File: src/core/aqs_pkg.sv
package aqs_pkg;

  // Clock and derived rates
  localparam int CLK_PERIOD_NS = 10;
  localparam int MAIN_HZ = 8_000_000;
  localparam int AUX_HZ = 32_768;
  localparam int MAIN_DIV = 1_000_000_000 / (CLK_PERIOD_NS * MAIN_HZ);
  localparam int AUX_DIV = 1_000_000_000 / (CLK_PERIOD_NS * AUX_HZ);

  // Long periods, counted in auxiliary ticks or system ticks
  localparam int WDOG_TIMEOUT_S = 3;
  localparam int TICK_S = 1;
  localparam int FAN_RAMP_S = 3;
  localparam int PM_PERIOD_MIN = 30;
  localparam int HUM_PERIOD_S = 30;
  localparam int PM_TICKS = PM_PERIOD_MIN * 60 / TICK_S;
  localparam int HUM_TICKS = HUM_PERIOD_S / TICK_S;

  // Sensor pulse timing, counted in main-rate enables
  localparam int SAMP_PERIOD_MS = 10;
  localparam int PULSE_W_US = 320;
  localparam int ADC_AT_US = 280;
  localparam int PULSE_W_CYC = PULSE_W_US * (MAIN_HZ / 1_000_000);
  localparam int ADC_AT_CYC = ADC_AT_US * (MAIN_HZ / 1_000_000);
  localparam int SAMP_PER_CYC = SAMP_PERIOD_MS * (MAIN_HZ / 1000);

  // Averaging: mean of 50 samples by reciprocal multiply
  localparam int PM_SAMPLES = 50;
  localparam int ADC_W = 12;
  localparam int ACC_W = 18;
  localparam logic [15:0] RECIP_50 = 16'h051f;
  localparam int RECIP_SH = 16;
  localparam logic [7:0] HUM_SCALE = 8'h64;
  localparam logic [7:0] TEMP_SCALE = 8'ha5;
  localparam logic [7:0] TEMP_OFS = 8'h28;
  localparam logic [13:0] DISP_MAX = 14'h270f;

  // Register offsets and control fields
  localparam logic [3:0] REG_CTRL = 4'h0;
  localparam logic [3:0] REG_STATUS = 4'h4;
  localparam logic [3:0] REG_PM = 4'h8;
  localparam logic [3:0] REG_HT = 4'hc;
  localparam int CTRL_MODE_LSB = 0;
  localparam int CTRL_HEAT_BIT = 2;
  localparam int CTRL_TRES_BIT = 3;
  localparam int CTRL_HRES_LSB = 4;
  localparam int CTRL_RUN_BIT = 6;
  localparam logic [6:0] CTRL_RST = 7'h43;

  typedef enum logic [1:0] {
    MODE_TEMP = 2'h0, MODE_HUM = 2'h1, MODE_PM = 2'h2, MODE_AQI = 2'h3
  } aqs_mode_e;

  // Gray codes along sleep, wake, ref, ramp, sample, fan off, calc, show
  typedef enum logic [2:0] {
    ST_SLEEP = 3'h0, ST_WAKE = 3'h1, ST_REF = 3'h3, ST_RAMP = 3'h2,
    ST_SAMP = 3'h6, ST_FANOFF = 3'h7, ST_CALC = 3'h5, ST_SHOW = 3'h4
  } aqs_state_e;

  typedef struct packed {
    logic heater;
    logic tres;
    logic [1:0] hres;
  } aqs_hum_cfg_s;

  typedef struct packed {
    logic upd;
    logic [3:0] mask;
    logic [31:0] chars;
  } aqs_disp_s;

  // Banners, four ASCII characters, unused places masked off
  localparam logic [31:0] BAN_CAL = 32'h43414c00;
  localparam logic [31:0] BAN_LOW = 32'h4c4f5700;
  localparam logic [31:0] BAN_HIGH = 32'h48494748;
  localparam logic [3:0] MASK_3 = 4'he;
  localparam logic [3:0] MASK_4 = 4'hf;

  // Glyph set the display can draw: A-Z, 0-9 and percent
  function automatic logic aqs_glyph_ok(input logic [7:0] c);
    aqs_glyph_ok = (c >= 8'h41 && c <= 8'h5a) ||
                   (c >= 8'h30 && c <= 8'h39) || (c == 8'h25);
  endfunction

endpackage

File: src/core/aqs_rate_div.sv
`timescale 1ns/1ps
module aqs_rate_div
  import aqs_pkg::*;
#(
  parameter int DIV = MAIN_DIV
) (
  input wire logic clk_i,
  input wire logic rstn_i,
  output logic en_o
);

  localparam int CW = $clog2(DIV);

  if (DIV < 2) begin : g_chk
    $error("aqs_rate_div needs DIV of at least 2");
  end

  // Free-running count
  logic [CW-1:0] cnt_q;

  // Count up to the divider and pulse once per wrap
  always_ff @(posedge clk_i or negedge rstn_i) begin
    if (!rstn_i) begin
      cnt_q <= '0;
      en_o <= 1'b0;
    end else begin
      en_o <= (cnt_q == CW'(DIV - 1));
      cnt_q <= (cnt_q == CW'(DIV - 1)) ? '0 : cnt_q + 1'b1;
    end
  end

endmodule

File: src/core/aqs_digits.sv
`timescale 1ns/1ps
module aqs_digits
  import aqs_pkg::*;
(
  input wire logic [13:0] val_i,
  output logic [31:0] chars_o
);

  // Decimal digits packed four bits each
  logic [15:0] bcd;

  // Shift-and-add-three conversion to four decimal places
  always_comb begin
    bcd = '0;
    for (int i = 13; i >= 0; i--) begin
      for (int d = 0; d < 4; d++) begin
        if (bcd[d*4 +: 4] > 4'h4) begin
          bcd[d*4 +: 4] = bcd[d*4 +: 4] + 4'h3;
        end
      end
      bcd = {bcd[14:0], val_i[i]};
    end
  end

  // Each digit becomes its ASCII code
  for (genvar g = 0; g < 4; g++) begin : g_chr
    assign chars_o[g*8 +: 8] = {4'h3, bcd[g*4 +: 4]};
  end

endmodule

File: src/core/aqs_sequencer.sv
`timescale 1ns/1ps
module aqs_sequencer
  import aqs_pkg::*;
#(
  parameter int WDOG_AUX = WDOG_TIMEOUT_S * AUX_HZ,
  parameter int TICK_AUX = TICK_S * AUX_HZ,
  parameter int RAMP_AUX = FAN_RAMP_S * AUX_HZ,
  parameter int SAMP_PER = SAMP_PER_CYC,
  parameter int AUX_DIVIDE = AUX_DIV,
  parameter logic [ADC_W-1:0] LOW_THR = 12'h010,
  parameter logic [ADC_W-1:0] HIGH_THR = 12'hf00
) (
  input wire logic clk_i,
  input wire logic rstn_i,
  input wire logic [3:0] addr_i,
  input wire logic [31:0] wdata_i,
  input wire logic we_i,
  input wire logic re_i,
  output logic [31:0] rdata_o,
  input wire logic adc_done_i,
  input wire logic [ADC_W-1:0] adc_data_i,
  input wire logic hum_ready_i,
  input wire logic i2c_done_i,
  input wire logic i2c_ok_i,
  input wire logic [31:0] i2c_data_i,
  output logic fan_o,
  output logic sensor_pulse_o,
  output logic adc_start_o,
  output logic hum_start_o,
  output logic i2c_start_o,
  output aqs_hum_cfg_s hum_cfg_o,
  output aqs_disp_s disp_o,
  output logic lowpower_o,
  output logic wdog_bite_o
);

  localparam int WW = $clog2(WDOG_AUX + 1);
  localparam int TW = $clog2(TICK_AUX + 1);
  localparam int RW = $clog2(RAMP_AUX + 1);
  localparam int PW = $clog2(SAMP_PER + 1);
  localparam int PMW = $clog2(PM_TICKS + 1);
  localparam int HW = $clog2(HUM_TICKS + 1);

  if (SAMP_PER <= PULSE_W_CYC || WDOG_AUX <= TICK_AUX) begin : g_chk
    $error("aqs_sequencer: sample period or watchdog too short");
  end

  // Rate enables and shown value
  logic main_en;                      // 8 MHz step
  logic aux_en;                       // 32 kHz step
  logic [31:0] dig_chars;             // Decimal text of shown value
  logic [13:0] show_val;              // Value handed to the converter

  // Control and status
  logic [6:0] ctrl_q;                 // Software control word
  aqs_state_e st_q;                   // Sequencer state
  logic [TW-1:0] tick_cnt_q;          // Tick period count
  logic tick_q;                       // System tick pulse
  logic [WW-1:0] wdog_cnt_q;          // Watchdog count
  logic [PMW-1:0] pm_cnt_q;           // Ticks since last particulate run
  logic [HW-1:0] hum_cnt_q;           // Ticks since last humidity run
  logic [RW-1:0] ramp_cnt_q;          // Fan ramp count
  logic [PW-1:0] ph_q;                // Position inside one sample period
  logic [5:0] n_q;                    // Samples taken
  logic ref_got_q;                    // Reference sample stored
  logic [ADC_W-1:0] ref_q;            // Clean-air reference
  logic [ACC_W-1:0] acc_q;            // Sample sum
  logic [ADC_W-1:0] pm_q;             // Particulate result
  logic pm_low_q;                     // Result below lower threshold
  logic pm_high_q;                    // Result above upper threshold
  logic hum_pend_q;                   // Humidity result awaited
  logic i2c_busy_q;                   // Result read in flight
  logic hum_new_q;                    // Fresh humidity result
  logic [31:0] ht_q;                  // Temperature and humidity raw

  // Derived values
  aqs_mode_e mode;
  logic run;
  logic pm_mode;
  logic sampling;
  logic ph_wrap;
  logic [ACC_W+15:0] mean_prod;
  logic [ADC_W-1:0] mean;
  logic [23:0] hum_prod;
  logic [23:0] temp_prod;

  assign mode = aqs_mode_e'(ctrl_q[CTRL_MODE_LSB +: 2]);
  assign run = ctrl_q[CTRL_RUN_BIT];
  assign pm_mode = (mode == MODE_PM) || (mode == MODE_AQI);
  assign sampling = (st_q == ST_REF) || (st_q == ST_SAMP);
  assign ph_wrap = main_en && (ph_q == PW'(SAMP_PER - 1));
  assign mean_prod = acc_q * RECIP_50;
  assign mean = mean_prod[RECIP_SH +: ADC_W];
  assign hum_prod = ht_q[15:0] * HUM_SCALE;
  assign temp_prod = ht_q[31:16] * TEMP_SCALE;

  // Rate dividers for the main and auxiliary clocks
  aqs_rate_div #(.DIV(MAIN_DIV)) u_main_div (
    .clk_i(clk_i),
    .rstn_i(rstn_i),
    .en_o(main_en)
  );

  aqs_rate_div #(.DIV(AUX_DIVIDE)) u_aux_div (
    .clk_i(clk_i),
    .rstn_i(rstn_i),
    .en_o(aux_en)
  );

  aqs_digits u_digits (
    .val_i(show_val),
    .chars_o(dig_chars)
  );

  // Pick the value to show, clamped to four digits
  always_comb begin
    show_val = '0;
    if (pm_mode) begin
      show_val = 14'(pm_q);
    end else if (mode == MODE_HUM) begin
      show_val = 14'(hum_prod[23:16]);
    end else if (temp_prod[23:16] > TEMP_OFS) begin
      show_val = 14'(temp_prod[23:16] - TEMP_OFS);
    end
    if (show_val > DISP_MAX) begin
      show_val = DISP_MAX;
    end
  end

  // Register writes
  always_ff @(posedge clk_i or negedge rstn_i) begin
    if (!rstn_i) begin
      ctrl_q <= CTRL_RST;
    end else if (we_i && addr_i == REG_CTRL) begin
      ctrl_q <= wdata_i[6:0];
    end
  end

  // Register reads, answer one cycle later, unmapped reads zero
  always_ff @(posedge clk_i or negedge rstn_i) begin
    if (!rstn_i) begin
      rdata_o <= '0;
    end else if (re_i) begin
      case (addr_i)
        REG_CTRL: rdata_o <= {25'h0, ctrl_q};
        REG_STATUS: rdata_o <= {24'h0, lowpower_o, i2c_busy_q,
                                hum_pend_q, fan_o, 1'b0, st_q};
        REG_PM: rdata_o <= {18'h0, pm_high_q, pm_low_q, pm_q};
        REG_HT: rdata_o <= ht_q;
        default: rdata_o <= '0;
      endcase
    end else begin
      rdata_o <= '0;
    end
  end

  // Humidity sensor setup from the control word
  always_ff @(posedge clk_i or negedge rstn_i) begin
    if (!rstn_i) begin
      hum_cfg_o <= '0;
    end else begin
      hum_cfg_o.heater <= ctrl_q[CTRL_HEAT_BIT];
      hum_cfg_o.tres <= ctrl_q[CTRL_TRES_BIT];
      hum_cfg_o.hres <= ctrl_q[CTRL_HRES_LSB +: 2];
    end
  end

  // System tick from the auxiliary rate
  always_ff @(posedge clk_i or negedge rstn_i) begin
    if (!rstn_i) begin
      tick_cnt_q <= '0;
      tick_q <= 1'b0;
    end else begin
      tick_q <= aux_en && (tick_cnt_q == TW'(TICK_AUX - 1));
      if (aux_en) begin
        tick_cnt_q <= (tick_cnt_q == TW'(TICK_AUX - 1)) ? '0 :
                      tick_cnt_q + 1'b1;
      end
    end
  end

  // Watchdog: cleared on every tick, bites at the timeout
  always_ff @(posedge clk_i or negedge rstn_i) begin
    if (!rstn_i) begin
      wdog_cnt_q <= '0;
      wdog_bite_o <= 1'b0;
    end else begin
      wdog_bite_o <= 1'b0;
      if (tick_q) begin
        wdog_cnt_q <= '0;
      end else if (aux_en) begin
        if (wdog_cnt_q == WW'(WDOG_AUX - 1)) begin
          wdog_bite_o <= 1'b1;
          wdog_cnt_q <= '0;
        end else begin
          wdog_cnt_q <= wdog_cnt_q + 1'b1;
        end
      end
    end
  end

  // Interval counters; zero means a reading is due. A waking tick is
  // counted in its wake cycle, so that cycle still sees the old count.
  always_ff @(posedge clk_i or negedge rstn_i) begin
    if (!rstn_i) begin
      pm_cnt_q <= '0;
      hum_cnt_q <= '0;
    end else if ((tick_q && !(st_q == ST_SLEEP && run)) ||
                 st_q == ST_WAKE) begin
      pm_cnt_q <= (pm_cnt_q == PMW'(PM_TICKS - 1)) ? '0 :
                  pm_cnt_q + 1'b1;
      hum_cnt_q <= (hum_cnt_q == HW'(HUM_TICKS - 1)) ? '0 :
                   hum_cnt_q + 1'b1;
    end
  end

  // Main sequencer
  always_ff @(posedge clk_i or negedge rstn_i) begin
    if (!rstn_i) begin
      st_q <= ST_SLEEP;
    end else begin
      case (st_q)
        ST_SLEEP: begin
          if (tick_q && run) begin
            st_q <= ST_WAKE;
          end else if (hum_new_q && !pm_mode) begin
            st_q <= ST_SHOW;
          end
        end
        ST_WAKE: begin
          if (pm_mode && pm_cnt_q == '0) begin
            st_q <= ST_REF;
          end else begin
            st_q <= ST_SLEEP;
          end
        end
        ST_REF: begin
          if (ph_wrap && ref_got_q) begin
            st_q <= ST_RAMP;
          end
        end
        ST_RAMP: begin
          if (aux_en && ramp_cnt_q == RW'(RAMP_AUX - 1)) begin
            st_q <= ST_SAMP;
          end
        end
        ST_SAMP: begin
          if (ph_wrap && n_q == 6'(PM_SAMPLES)) begin
            st_q <= ST_FANOFF;
          end
        end
        ST_FANOFF: st_q <= ST_CALC;
        ST_CALC: st_q <= ST_SHOW;
        ST_SHOW: st_q <= ST_SLEEP;
        default: st_q <= ST_SLEEP;
      endcase
    end
  end

  // Low-power flag follows the sleep state
  always_ff @(posedge clk_i or negedge rstn_i) begin
    if (!rstn_i) begin
      lowpower_o <= 1'b0;
    end else begin
      lowpower_o <= (st_q == ST_SLEEP) && !(tick_q && run) &&
                    !(hum_new_q && !pm_mode);
    end
  end

  // Fan: on only from ramp through sampling, high means on
  always_ff @(posedge clk_i or negedge rstn_i) begin
    if (!rstn_i) begin
      fan_o <= 1'b0;
    end else if (st_q == ST_REF && ph_wrap && ref_got_q) begin
      fan_o <= 1'b1;
    end else if (st_q != ST_RAMP && st_q != ST_SAMP) begin
      fan_o <= 1'b0;
    end else if (st_q == ST_SAMP && ph_wrap && n_q == 6'(PM_SAMPLES)) begin
      fan_o <= 1'b0;
    end
  end

  // Fan ramp timer
  always_ff @(posedge clk_i or negedge rstn_i) begin
    if (!rstn_i) begin
      ramp_cnt_q <= '0;
    end else if (st_q != ST_RAMP) begin
      ramp_cnt_q <= '0;
    end else if (aux_en) begin
      ramp_cnt_q <= ramp_cnt_q + 1'b1;
    end
  end

  // Sensor pulse timer and ADC trigger
  always_ff @(posedge clk_i or negedge rstn_i) begin
    if (!rstn_i) begin
      ph_q <= '0;
      sensor_pulse_o <= 1'b0;
      adc_start_o <= 1'b0;
    end else if (!sampling) begin
      ph_q <= '0;
      sensor_pulse_o <= 1'b0;
      adc_start_o <= 1'b0;
    end else begin
      if (main_en) begin
        ph_q <= ph_wrap ? '0 : ph_q + 1'b1;
      end
      sensor_pulse_o <= (ph_q < PW'(PULSE_W_CYC));
      adc_start_o <= main_en && (ph_q == PW'(ADC_AT_CYC));
    end
  end

  // Reference sample and running sum
  always_ff @(posedge clk_i or negedge rstn_i) begin
    if (!rstn_i) begin
      ref_q <= '0;
      ref_got_q <= 1'b0;
      acc_q <= '0;
      n_q <= '0;
    end else if (st_q == ST_WAKE) begin
      ref_got_q <= 1'b0;
      acc_q <= '0;
      n_q <= '0;
    end else if (adc_done_i && st_q == ST_REF && !ref_got_q) begin
      ref_q <= adc_data_i;
      ref_got_q <= 1'b1;
    end else if (adc_done_i && st_q == ST_SAMP &&
                 n_q != 6'(PM_SAMPLES)) begin
      acc_q <= acc_q + ACC_W'(adc_data_i);
      n_q <= n_q + 1'b1;
    end
  end

  // Result: mean less reference, then threshold flags
  always_ff @(posedge clk_i or negedge rstn_i) begin
    if (!rstn_i) begin
      pm_q <= '0;
      pm_low_q <= 1'b0;
      pm_high_q <= 1'b0;
    end else if (st_q == ST_CALC) begin
      pm_q <= (mean > ref_q) ? mean - ref_q : '0;
      pm_low_q <= (mean <= ref_q) || (mean - ref_q < LOW_THR);
      pm_high_q <= (mean > ref_q) && (mean - ref_q > HIGH_THR);
    end
  end

  // Humidity: start on wake, read on ready, note fresh result
  always_ff @(posedge clk_i or negedge rstn_i) begin
    if (!rstn_i) begin
      hum_start_o <= 1'b0;
      hum_pend_q <= 1'b0;
      i2c_start_o <= 1'b0;
      i2c_busy_q <= 1'b0;
      hum_new_q <= 1'b0;
      ht_q <= '0;
    end else begin
      hum_start_o <= 1'b0;
      i2c_start_o <= 1'b0;
      if (st_q == ST_WAKE && hum_cnt_q == '0 && !hum_pend_q) begin
        hum_start_o <= 1'b1;
        hum_pend_q <= 1'b1;
      end
      if (hum_pend_q && hum_ready_i && !i2c_busy_q && !i2c_start_o) begin
        i2c_start_o <= 1'b1;
        i2c_busy_q <= 1'b1;
      end
      if (st_q == ST_SHOW) begin
        hum_new_q <= 1'b0;
      end
      if (i2c_busy_q && i2c_done_i) begin
        i2c_busy_q <= 1'b0;
        if (i2c_ok_i) begin
          ht_q <= i2c_data_i;
          hum_pend_q <= 1'b0;
          hum_new_q <= 1'b1;
        end
      end
    end
  end

  // Display: calibration banner, then result or range banner
  always_ff @(posedge clk_i or negedge rstn_i) begin
    if (!rstn_i) begin
      disp_o <= '0;
    end else begin
      disp_o.upd <= 1'b0;
      if (st_q == ST_WAKE && pm_mode && pm_cnt_q == '0) begin
        disp_o <= '{upd: 1'b1, mask: MASK_3, chars: BAN_CAL};
      end else if (st_q == ST_SHOW) begin
        if (pm_mode && pm_low_q) begin
          disp_o <= '{upd: 1'b1, mask: MASK_3, chars: BAN_LOW};
        end else if (pm_mode && pm_high_q) begin
          disp_o <= '{upd: 1'b1, mask: MASK_4, chars: BAN_HIGH};
        end else if (aqs_glyph_ok(dig_chars[7:0])) begin
          disp_o <= '{upd: 1'b1, mask: MASK_4, chars: dig_chars};
        end
      end
    end
  end
endmodule

File: config.mk
export PLATFORM = sky130hd
export DESIGN_NAME = aqs_sequencer
export DESIGN_NICKNAME = d
export VERILOG_FILES = /design/src/core/aqs_pkg.sv /design/src/core/aqs_rate_div.sv /design/src/core/aqs_digits.sv /design/src/core/aqs_sequencer.sv
export SDC_FILE = /design/constraint.sdc
export NUM_CORES = 1
export LEC_CHECK = 0
export BUFFER_PORTS_ARGS = -buffer_cell sky130_fd_sc_hd__buf_4
export CORE_ASPECT_RATIO = 1.25
export CORE_UTILIZATION = 55
export DETAILED_ROUTE_END_ITERATION = 8
export PLACE_DENSITY = 0.81
export SYNTH_ARGS = -nofsm -noshare
export SYNTH_HDL_FRONTEND = slang
export SYNTH_HIERARCHICAL = 1
export SYNTH_SLANG_ARGS = --single-unit
File: constraint.sdc
create_clock -name clk_i -period 20.3 [get_ports clk_i]
set_clock_uncertainty 0.2 [all_clocks]
set_input_delay 2.03 -clock clk_i [delete_from_list [all_inputs] [get_ports clk_i]]
set_output_delay 2.03 -clock clk_i [all_outputs]
set_load 0.01 [all_outputs]
Word-level counts from Yosys, hierarchy flattened
Index checks and enable logic that the tools add are counted.
W data, S select, Z words.
{"block": "totals", "register_bits": 278, "latch_bits": 0, "mem_bits_rw": 0, "romBits": 0, "inputBits": 88, "n_memories": 0}
{"block": "op_classes", "add_sub_neg": 38, "n_mul": 3, "div_mod_pow": 0, "n_lt_le_gt_ge": 37, "eq_ne": 32, "shifts": 0, "n_mux": 84, "bitwise_logic": 1, "n_reduce_logical": 66}
{"cell": "$mux W37", "count": 5}
{"cell": "$mux W17", "count": 8}
{"cell": "$pmux W32 S4", "count": 1}
{"cell": "$mux W4", "count": 25}
{"cell": "$gt A4 B3 Y1 const B", "count": 22}
{"cell": "$add A4 B2 Y4 const B", "count": 21}
{"cell": "$mux W14", "count": 4}
{"cell": "$mux W18", "count": 3}
{"cell": "$add A17 B1 Y17 const B", "count": 3}
{"cell": "$eq A17 B17 Y1 const B", "count": 3}
{"cell": "$logic_and A1 B1 Y1", "count": 36}
{"cell": "$mux W32", "count": 1}
{"cell": "$mul A18 B11 Y28 const B", "count": 1}
{"cell": "$mul A16 B8 Y24 const B", "count": 1}
{"cell": "$mux W12", "count": 2}
{"cell": "$pmux W3 S8", "count": 1}
{"cell": "$mul A16 B5 Y21 const B", "count": 1}
{"cell": "$mux W3", "count": 7}
{"cell": "$mux W1", "count": 20}
{"cell": "$add A18 B12 Y18", "count": 1}
{"cell": "$mux W6", "count": 3}
{"cell": "$eq A17 B12 Y1 const B", "count": 1}
{"cell": "$lt A17 B12 Y1 const B", "count": 1}
{"cell": "$add A16 B1 Y16 const B", "count": 1}
{"cell": "other kinds (54)", "count": 89}

Longest topological paths before layout
{"block": "logic_depth", "ltp_word": 37, "ltp_mapped": 57, "depth_no_buf": 52}

Cells and area by module
The synthesis kept the hierarchy.
{"module": "aqs_sequencer", "n_inst": 1, "cells_each": 1988, "area_each_um2": 19587.5, "seq_area_each_um2": 6459.9}
{"module": "aqs_digits", "n_inst": 1, "cells_each": 518, "area_each_um2": 3696.0, "seq_area_each_um2": 0.0}
{"module": "aqs_rate_div (u_aux_div)", "n_inst": 1, "cells_each": 62, "area_each_um2": 665.6, "seq_area_each_um2": 325.3}
{"module": "aqs_rate_div (u_main_div)", "n_inst": 1, "cells_each": 15, "area_each_um2": 198.9, "seq_area_each_um2": 125.1}

Worst setup path before layout
OpenSTA, ideal clock, no wires.
{"block": "synth_path", "kind": "reg2reg", "from": "register ht_q[25]", "to": "register disp_o[20] (netlist name)", "setup_time_ns": 0.121, "t_arrival_ns": 11.629, "setup_slack_ns": 8.350, "path_stages_with_launch": 51, "path_buffers": 6, "synth_period_minus_slack_ns": 11.950, "path_cell_list": "dfrtp_1 > ha_1 > inv_1 > fa_1 > inv_1 > fa_1 > ha_1 > ha_1 > and4_4 > and2_4 > a221oi_4 > o2111ai_1 > or2_2 > ha_1 > nand2b_1 > nor4_4 > ha_1 > buf_4 > (+15 left out) > o21ai_0 > xnor2_1 > ha_1 > nor2_1 > o311ai_0 > mux2_2 > o21bai_1 > mux2i_1 > o21ai_0 > a21oi_1 > a2111oi_2 > nor2b_1 > buf_4 > nor2_1 > and2_1 > buf_2 > buf_2 > a22o_1"}
{"block": "synth_between", "elab_chain_len": 34}
{"element": "start: declaration", "line_no": "aqs_sequencer.sv:74", "text": "logic [31:0] ht_q;"}
{"element": "start signal: assignment", "line_no": "aqs_sequencer.sv:373", "text": "ht_q <= i2c_data_i;"}
{"element": "$mul A16 B8 Y24 (*)", "line_no": "aqs_sequencer.sv:95", "text": "assign temp_prod = ht_q[31:16] * TEMP_SCALE;"}
{"element": "$sub A8 B6 Y9 or $gt A8 B6 Y1 (tied branches)", "line_no": "aqs_sequencer.sv:123, aqs_sequencer.sv:122"}
{"element": "$mux W14 (*)", "line_no": "aqs_sequencer.sv:122", "text": "end else if (temp_prod[23:16] > TEMP_OFS) begin"}
{"element": "$mux W14 (*)", "line_no": "aqs_sequencer.sv:120", "text": "end else if (mode == MODE_HUM) begin"}
{"element": "$mux W14 (*)", "line_no": "aqs_sequencer.sv:118", "text": "if (pm_mode) begin"}
{"element": "$gt A14 B14 Y1", "line_no": "aqs_sequencer.sv:125", "text": "if (show_val > DISP_MAX) begin"}
{"element": "$mux W14 (*)", "line_no": "aqs_sequencer.sv:125"}
{"element": "via show_val[13]", "line_no": "aqs_sequencer.sv:52", "text": "logic [13:0] show_val;"}
{"element": "(+20 left out)"}
{"element": "$add A4 B2 Y4 or $gt A4 B3 Y1 (tied branches)", "line_no": "aqs_digits.sv:18, aqs_digits.sv:17"}
{"element": "$mux W4 (*)", "line_no": "aqs_digits.sv:17", "text": "if (bcd[d*4 +: 4] > 4'h4) begin"}
{"element": "via dig_chars[2]", "line_no": "aqs_sequencer.sv:51", "text": "logic [31:0] dig_chars;"}
{"element": "$ge A6 B7 Y1 (tied with other cells)", "line_no": "aqs_pkg.sv:81", "text": "aqs_glyph_ok = (c >= 8'h41 && c <= 8'h5a) ||"}
{"element": "$logic_and A1 B1 Y1 (on tied branches)", "line_no": "aqs_pkg.sv:81, aqs_pkg.sv:82"}
{"element": "$logic_or A1 B1 Y1 (*)", "line_no": "aqs_pkg.sv:81"}
{"element": "$reduce_bool A4 Y1 (no source line) (*)"}
{"element": "$reduce_and A2 Y1 (no source line) (*)"}
{"element": "end signal: assignment", "line_no": "aqs_sequencer.sv:388", "text": "disp_o <= '{upd: 1'b1, mask: MASK_3, chars: BAN_CAL};"}
{"element": "end signal: assignment", "line_no": "aqs_sequencer.sv:391", "text": "disp_o <= '{upd: 1'b1, mask: MASK_3, chars: BAN_LOW};"}
{"element": "end signal: assignment", "line_no": "aqs_sequencer.sv:393", "text": "disp_o <= '{upd: 1'b1, mask: MASK_4, chars: BAN_HIGH};"}
{"element": "end: declaration", "line_no": "aqs_sequencer.sv:32", "text": "output aqs_disp_s disp_o,"}
Mark *: on every way through the listed nets, which the timed path passes. The rest lies on a longest branch.
A chain may end at the register's enable or synchronous reset.

Worst setup path after layout
{"block": "layout_path", "from": "register ht_q[26]", "to": "register disp_o[22] (netlist name)"}
The elaborated chain is that of the path after synthesis.

==> impl_metrics.py <==
metrics = {
    "outcome": {
        "outcome": "complete, no violations",
    },
    "hold_path": {
        "min_path_type": "reg -> reg",
        "hp-start": "i2c_start_o",
    },
    "synthesis": {
        "synth_area_um2": 24100,
        "synth_edf_count": 0,
        "synthCells": 2583,
        "synth-async-reset-ratio_pct": 100,
        "synthFlopType": "dfrtp_1",
        "ys_seq_elements": 276,
        "ys_types": 134,
        "yosysWarnings": 6,
        "synth_area_per_cell_um2": 9.35,
        "ys_seq_area_share_pct": 28.6,
    },
    "setup_path": {
        "arrival_ns": 15.06,
        "required_ns": 20.57,
        "critPathLaunch": "ht_q[26]",
        "cpPeakStageDelay_ns": 0.73,
        "crit_path_frequent_cell": "ha_1",
        "end_kind": "flip-flop",
        "critPathKind": "reg -> reg",
        "startpoint_type": "flip-flop",
        "cp_max_fo": 19,
        "r2r_slack_ns": 5.50,
        "rr_startpoint": "ht_q[26]",
        "critical-path-slowest-cell": "and2_1",
    },
    "clock_network": {
        "numCtsBuffers": 29,
        "cts_resized": 0,
        "clk_pin_slew_ns": 0.06,
        "clk_latency_ns": 0.58,
        "cts_tree": "built",
        "hold_buffers": 0,
        "cts.sinks": 276,
        "cts-root-buf": "clkbuf_16",
        "clockBufferDepth": 3,
        "postCtsSetupBuffers": 0,
        "cts_max_level": 1,
    },
    "power": {
        "p_clk_share_pct": 33.2,
        "seq_power_share_pct": 39.9,
        "power.density_nw_per_um2": 59.1,
        "switching_share_pct": 32.1,
        "p_leak_nw": 13.2,
        "p_switching_mw": 0.503,
        "p_int_mw": 1.06,
        "pwr-share-comb_pct": 26.9,
        "irDropWorstVdd_mv": 0.0714,
    },
    "place": {
        "port_buffers": 142,
        "gp_congestion": 0.902,
        "place_area_um2": 25600,
        "place_hpwl_um": 44100,
    },
    "timing": {
        "maxSlewHeadroom_pct": 35.4,
        "holdWs_ns": 0.259,
        "fin_crit_sh_pct": 72.9,
        "fin_crit_ns": 14.80,
        "slew_viol_final": 0,
        "tns_ns": 0,
        "setup_viol": 0,
        "hold_viol": 0,
        "worst_pin_slew_ns": 0.969,
        "rsz0062_at_grt": "false",
        "fmax_mhz": 67.6,
    },
    "floorplan": {
        "row_count": 85,
        "dieArea_um2": 44800,
        "core_um2": 43200,
        "io_pins": 168,
        "start_util_pct": 55.9,
        "die_y_um": 236,
        "die_x_um": 189,
    },
    "routing": {
        "wl_per_cell_um": 17.2,
        "vias": 19319,
        "drt_wl_total_um": 56600,
        "drc": 0,
        "drtAntennaViolNets": 0,
        "via_per_inst": 5.89,
        "drt_iter0_drc": 1054,
        "drtPass1Iterations": 6,
    },
    "cells_and_area": {
        "drive_above_1_share_pct": 13.0,
        "diodes": 0,
        "final_cell_mix": "inv_1, ha_1, dfrtp_1, nor2_1, nand2_1",
        "area_growth_pct": 9.74,
        "fin_nets": 3177,
        "final_common_cell": "inv_1",
        "regArea_um2": 6910,
        "multi_input_area_um2": 15600,
        "fin_area_um2": 26500,
        "fin_util_pct": 61.4,
        "fillCellCount": 3541,
    },
    "run": {
        "cap_violations": 0,
    },
    "grt": {
        "grt_overflow": 0,
        "grt_pass1_vias": 20103,
        "grt_max_degree": 126,
        "grt_pass1_wl_um": 95200,
        "grt_use_total_pct": 25.8,
        "antenna_found_initial": 0,
    },
}
power by group through the flow:
stage                     clock [mW]  sequential (mW)  combinational [mW]
after floorplan                    0            0.630               0.275
after global placement             0            0.632               0.401
after detailed placement           0            0.633               0.417
after CTS                      0.530            0.623               0.420
after global routing           0.552            0.627               0.467
final                          0.519            0.625               0.421
critical path: cells and delay by family (launching register included):
kind / cells / cell delay [ns]
buffers and inverters: 4 / 0.39
and+or+nand+nor: 12 / 4.77
DFF: 1 / 0.47
xor gates and xnor gates: 3 / 0.82
AOI/OAI and AO/OA: 16 / 3.81
adders and majority gates: 11 / 3.78
muxes: 1 / 0.42
sequential cells by signal, summed over array words and instances (netlist names), 16 cells and up, named ones only:
| name | flops |
|---|---|
| acc_q | 18 |
| disp_o | 35 |
| ht_q | 32 |
| ph_q | 17 |
| ramp_cnt_q | 17 |
| rdata_o | 32 |
| tick_cnt_q | 16 |
| wdog_cnt_q | 17 |
final cells by class:
| class | count | share of cell area [%] |
|---|---|---|
| clock buffer | 41 | 3.06 |
| multi-input combinational | 1907 | 58.8 |
| sequential | 276 | 26.1 |
| clock inverter | 12 | 0.425 |
| inverter | 329 | 4.66 |
| tap | 565 | 2.67 |
| timing repair buffer | 150 | 4.28 |
synth_stat cells, types with 26 or more instances:
library cell | n | area [µm²]
dfrtp_1 | 273 | 6830
mux2_2 | 51 | 574
and3_1 | 26 | 163
inv_1 | 327 | 1230
clkbuf_1 | 41 | 154
nor2_1 | 182 | 683
nand4_1 | 46 | 288
o21ai_0 | 116 | 581
a21oi_1 | 116 | 581
mux2i_1 | 27 | 270
nor3_1 | 58 | 290
xnor2_1 | 66 | 578
ha_1 | 292 | 3650
nand3_1 | 88 | 440
or3_1 | 27 | 169
fa_1 | 104 | 2080
buf_4 | 30 | 225
nand2_1 | 180 | 676
xor2_1 | 53 | 464
worst paths after layout:
path / endpoint / cells after the start
max reg2reg: disp_o[22] / 47
min in group asynchronous: ht_q[19] / 1
min: i2c_start_o / 1
max: disp_o[22] / 47
max in group asynchronous: disp_o[22] / 2
min reg2reg: i2c_start_o / 1
metrics by stage:
stage | std cells | total power, mW | setup WS, ns
2_1_floorplan | 2600 | 0.905 | 8.35
3_3_place_gp | 3227 | 1.03 | 6.22
3_5_place_dp | 3227 | 1.05 | 5.71
4_1_cts | 3280 | 1.57 | 5.65
5_1_grt | 3280 | 1.64 | 4.42
6_report | 3280 | 1.57 | 5.50
layer usage:
metal | global-route usage [%] | vias up | share of wire (%)
met1 | 29.7 | 9434 | 39
met2 | 47.1 | 525 | 51
met3 | 3.32 | 156 | 5.1
met4 | 11.3 | 0 | 4.0
li1 | - | 9204 | -
met5 | 0 | - | 0
cells by family after synthesis:
| kind of cell | Yosys count | share of synthesized area, % |
|---|---|---|
| buffers and inverters | 417 | 7.10 |
| DFF | 276 | 28.6 |
| muxes | 90 | 4.44 |
| and+or+nand+nor | 761 | 16.1 |
| other | 3 | 0.0466 |
| adders and majority gates | 396 | 23.8 |
| xor gates and xnor gates | 125 | 4.82 |
| AOI/OAI and AO/OA | 515 | 15.1 |
Power figures use the tool's default switching activity.
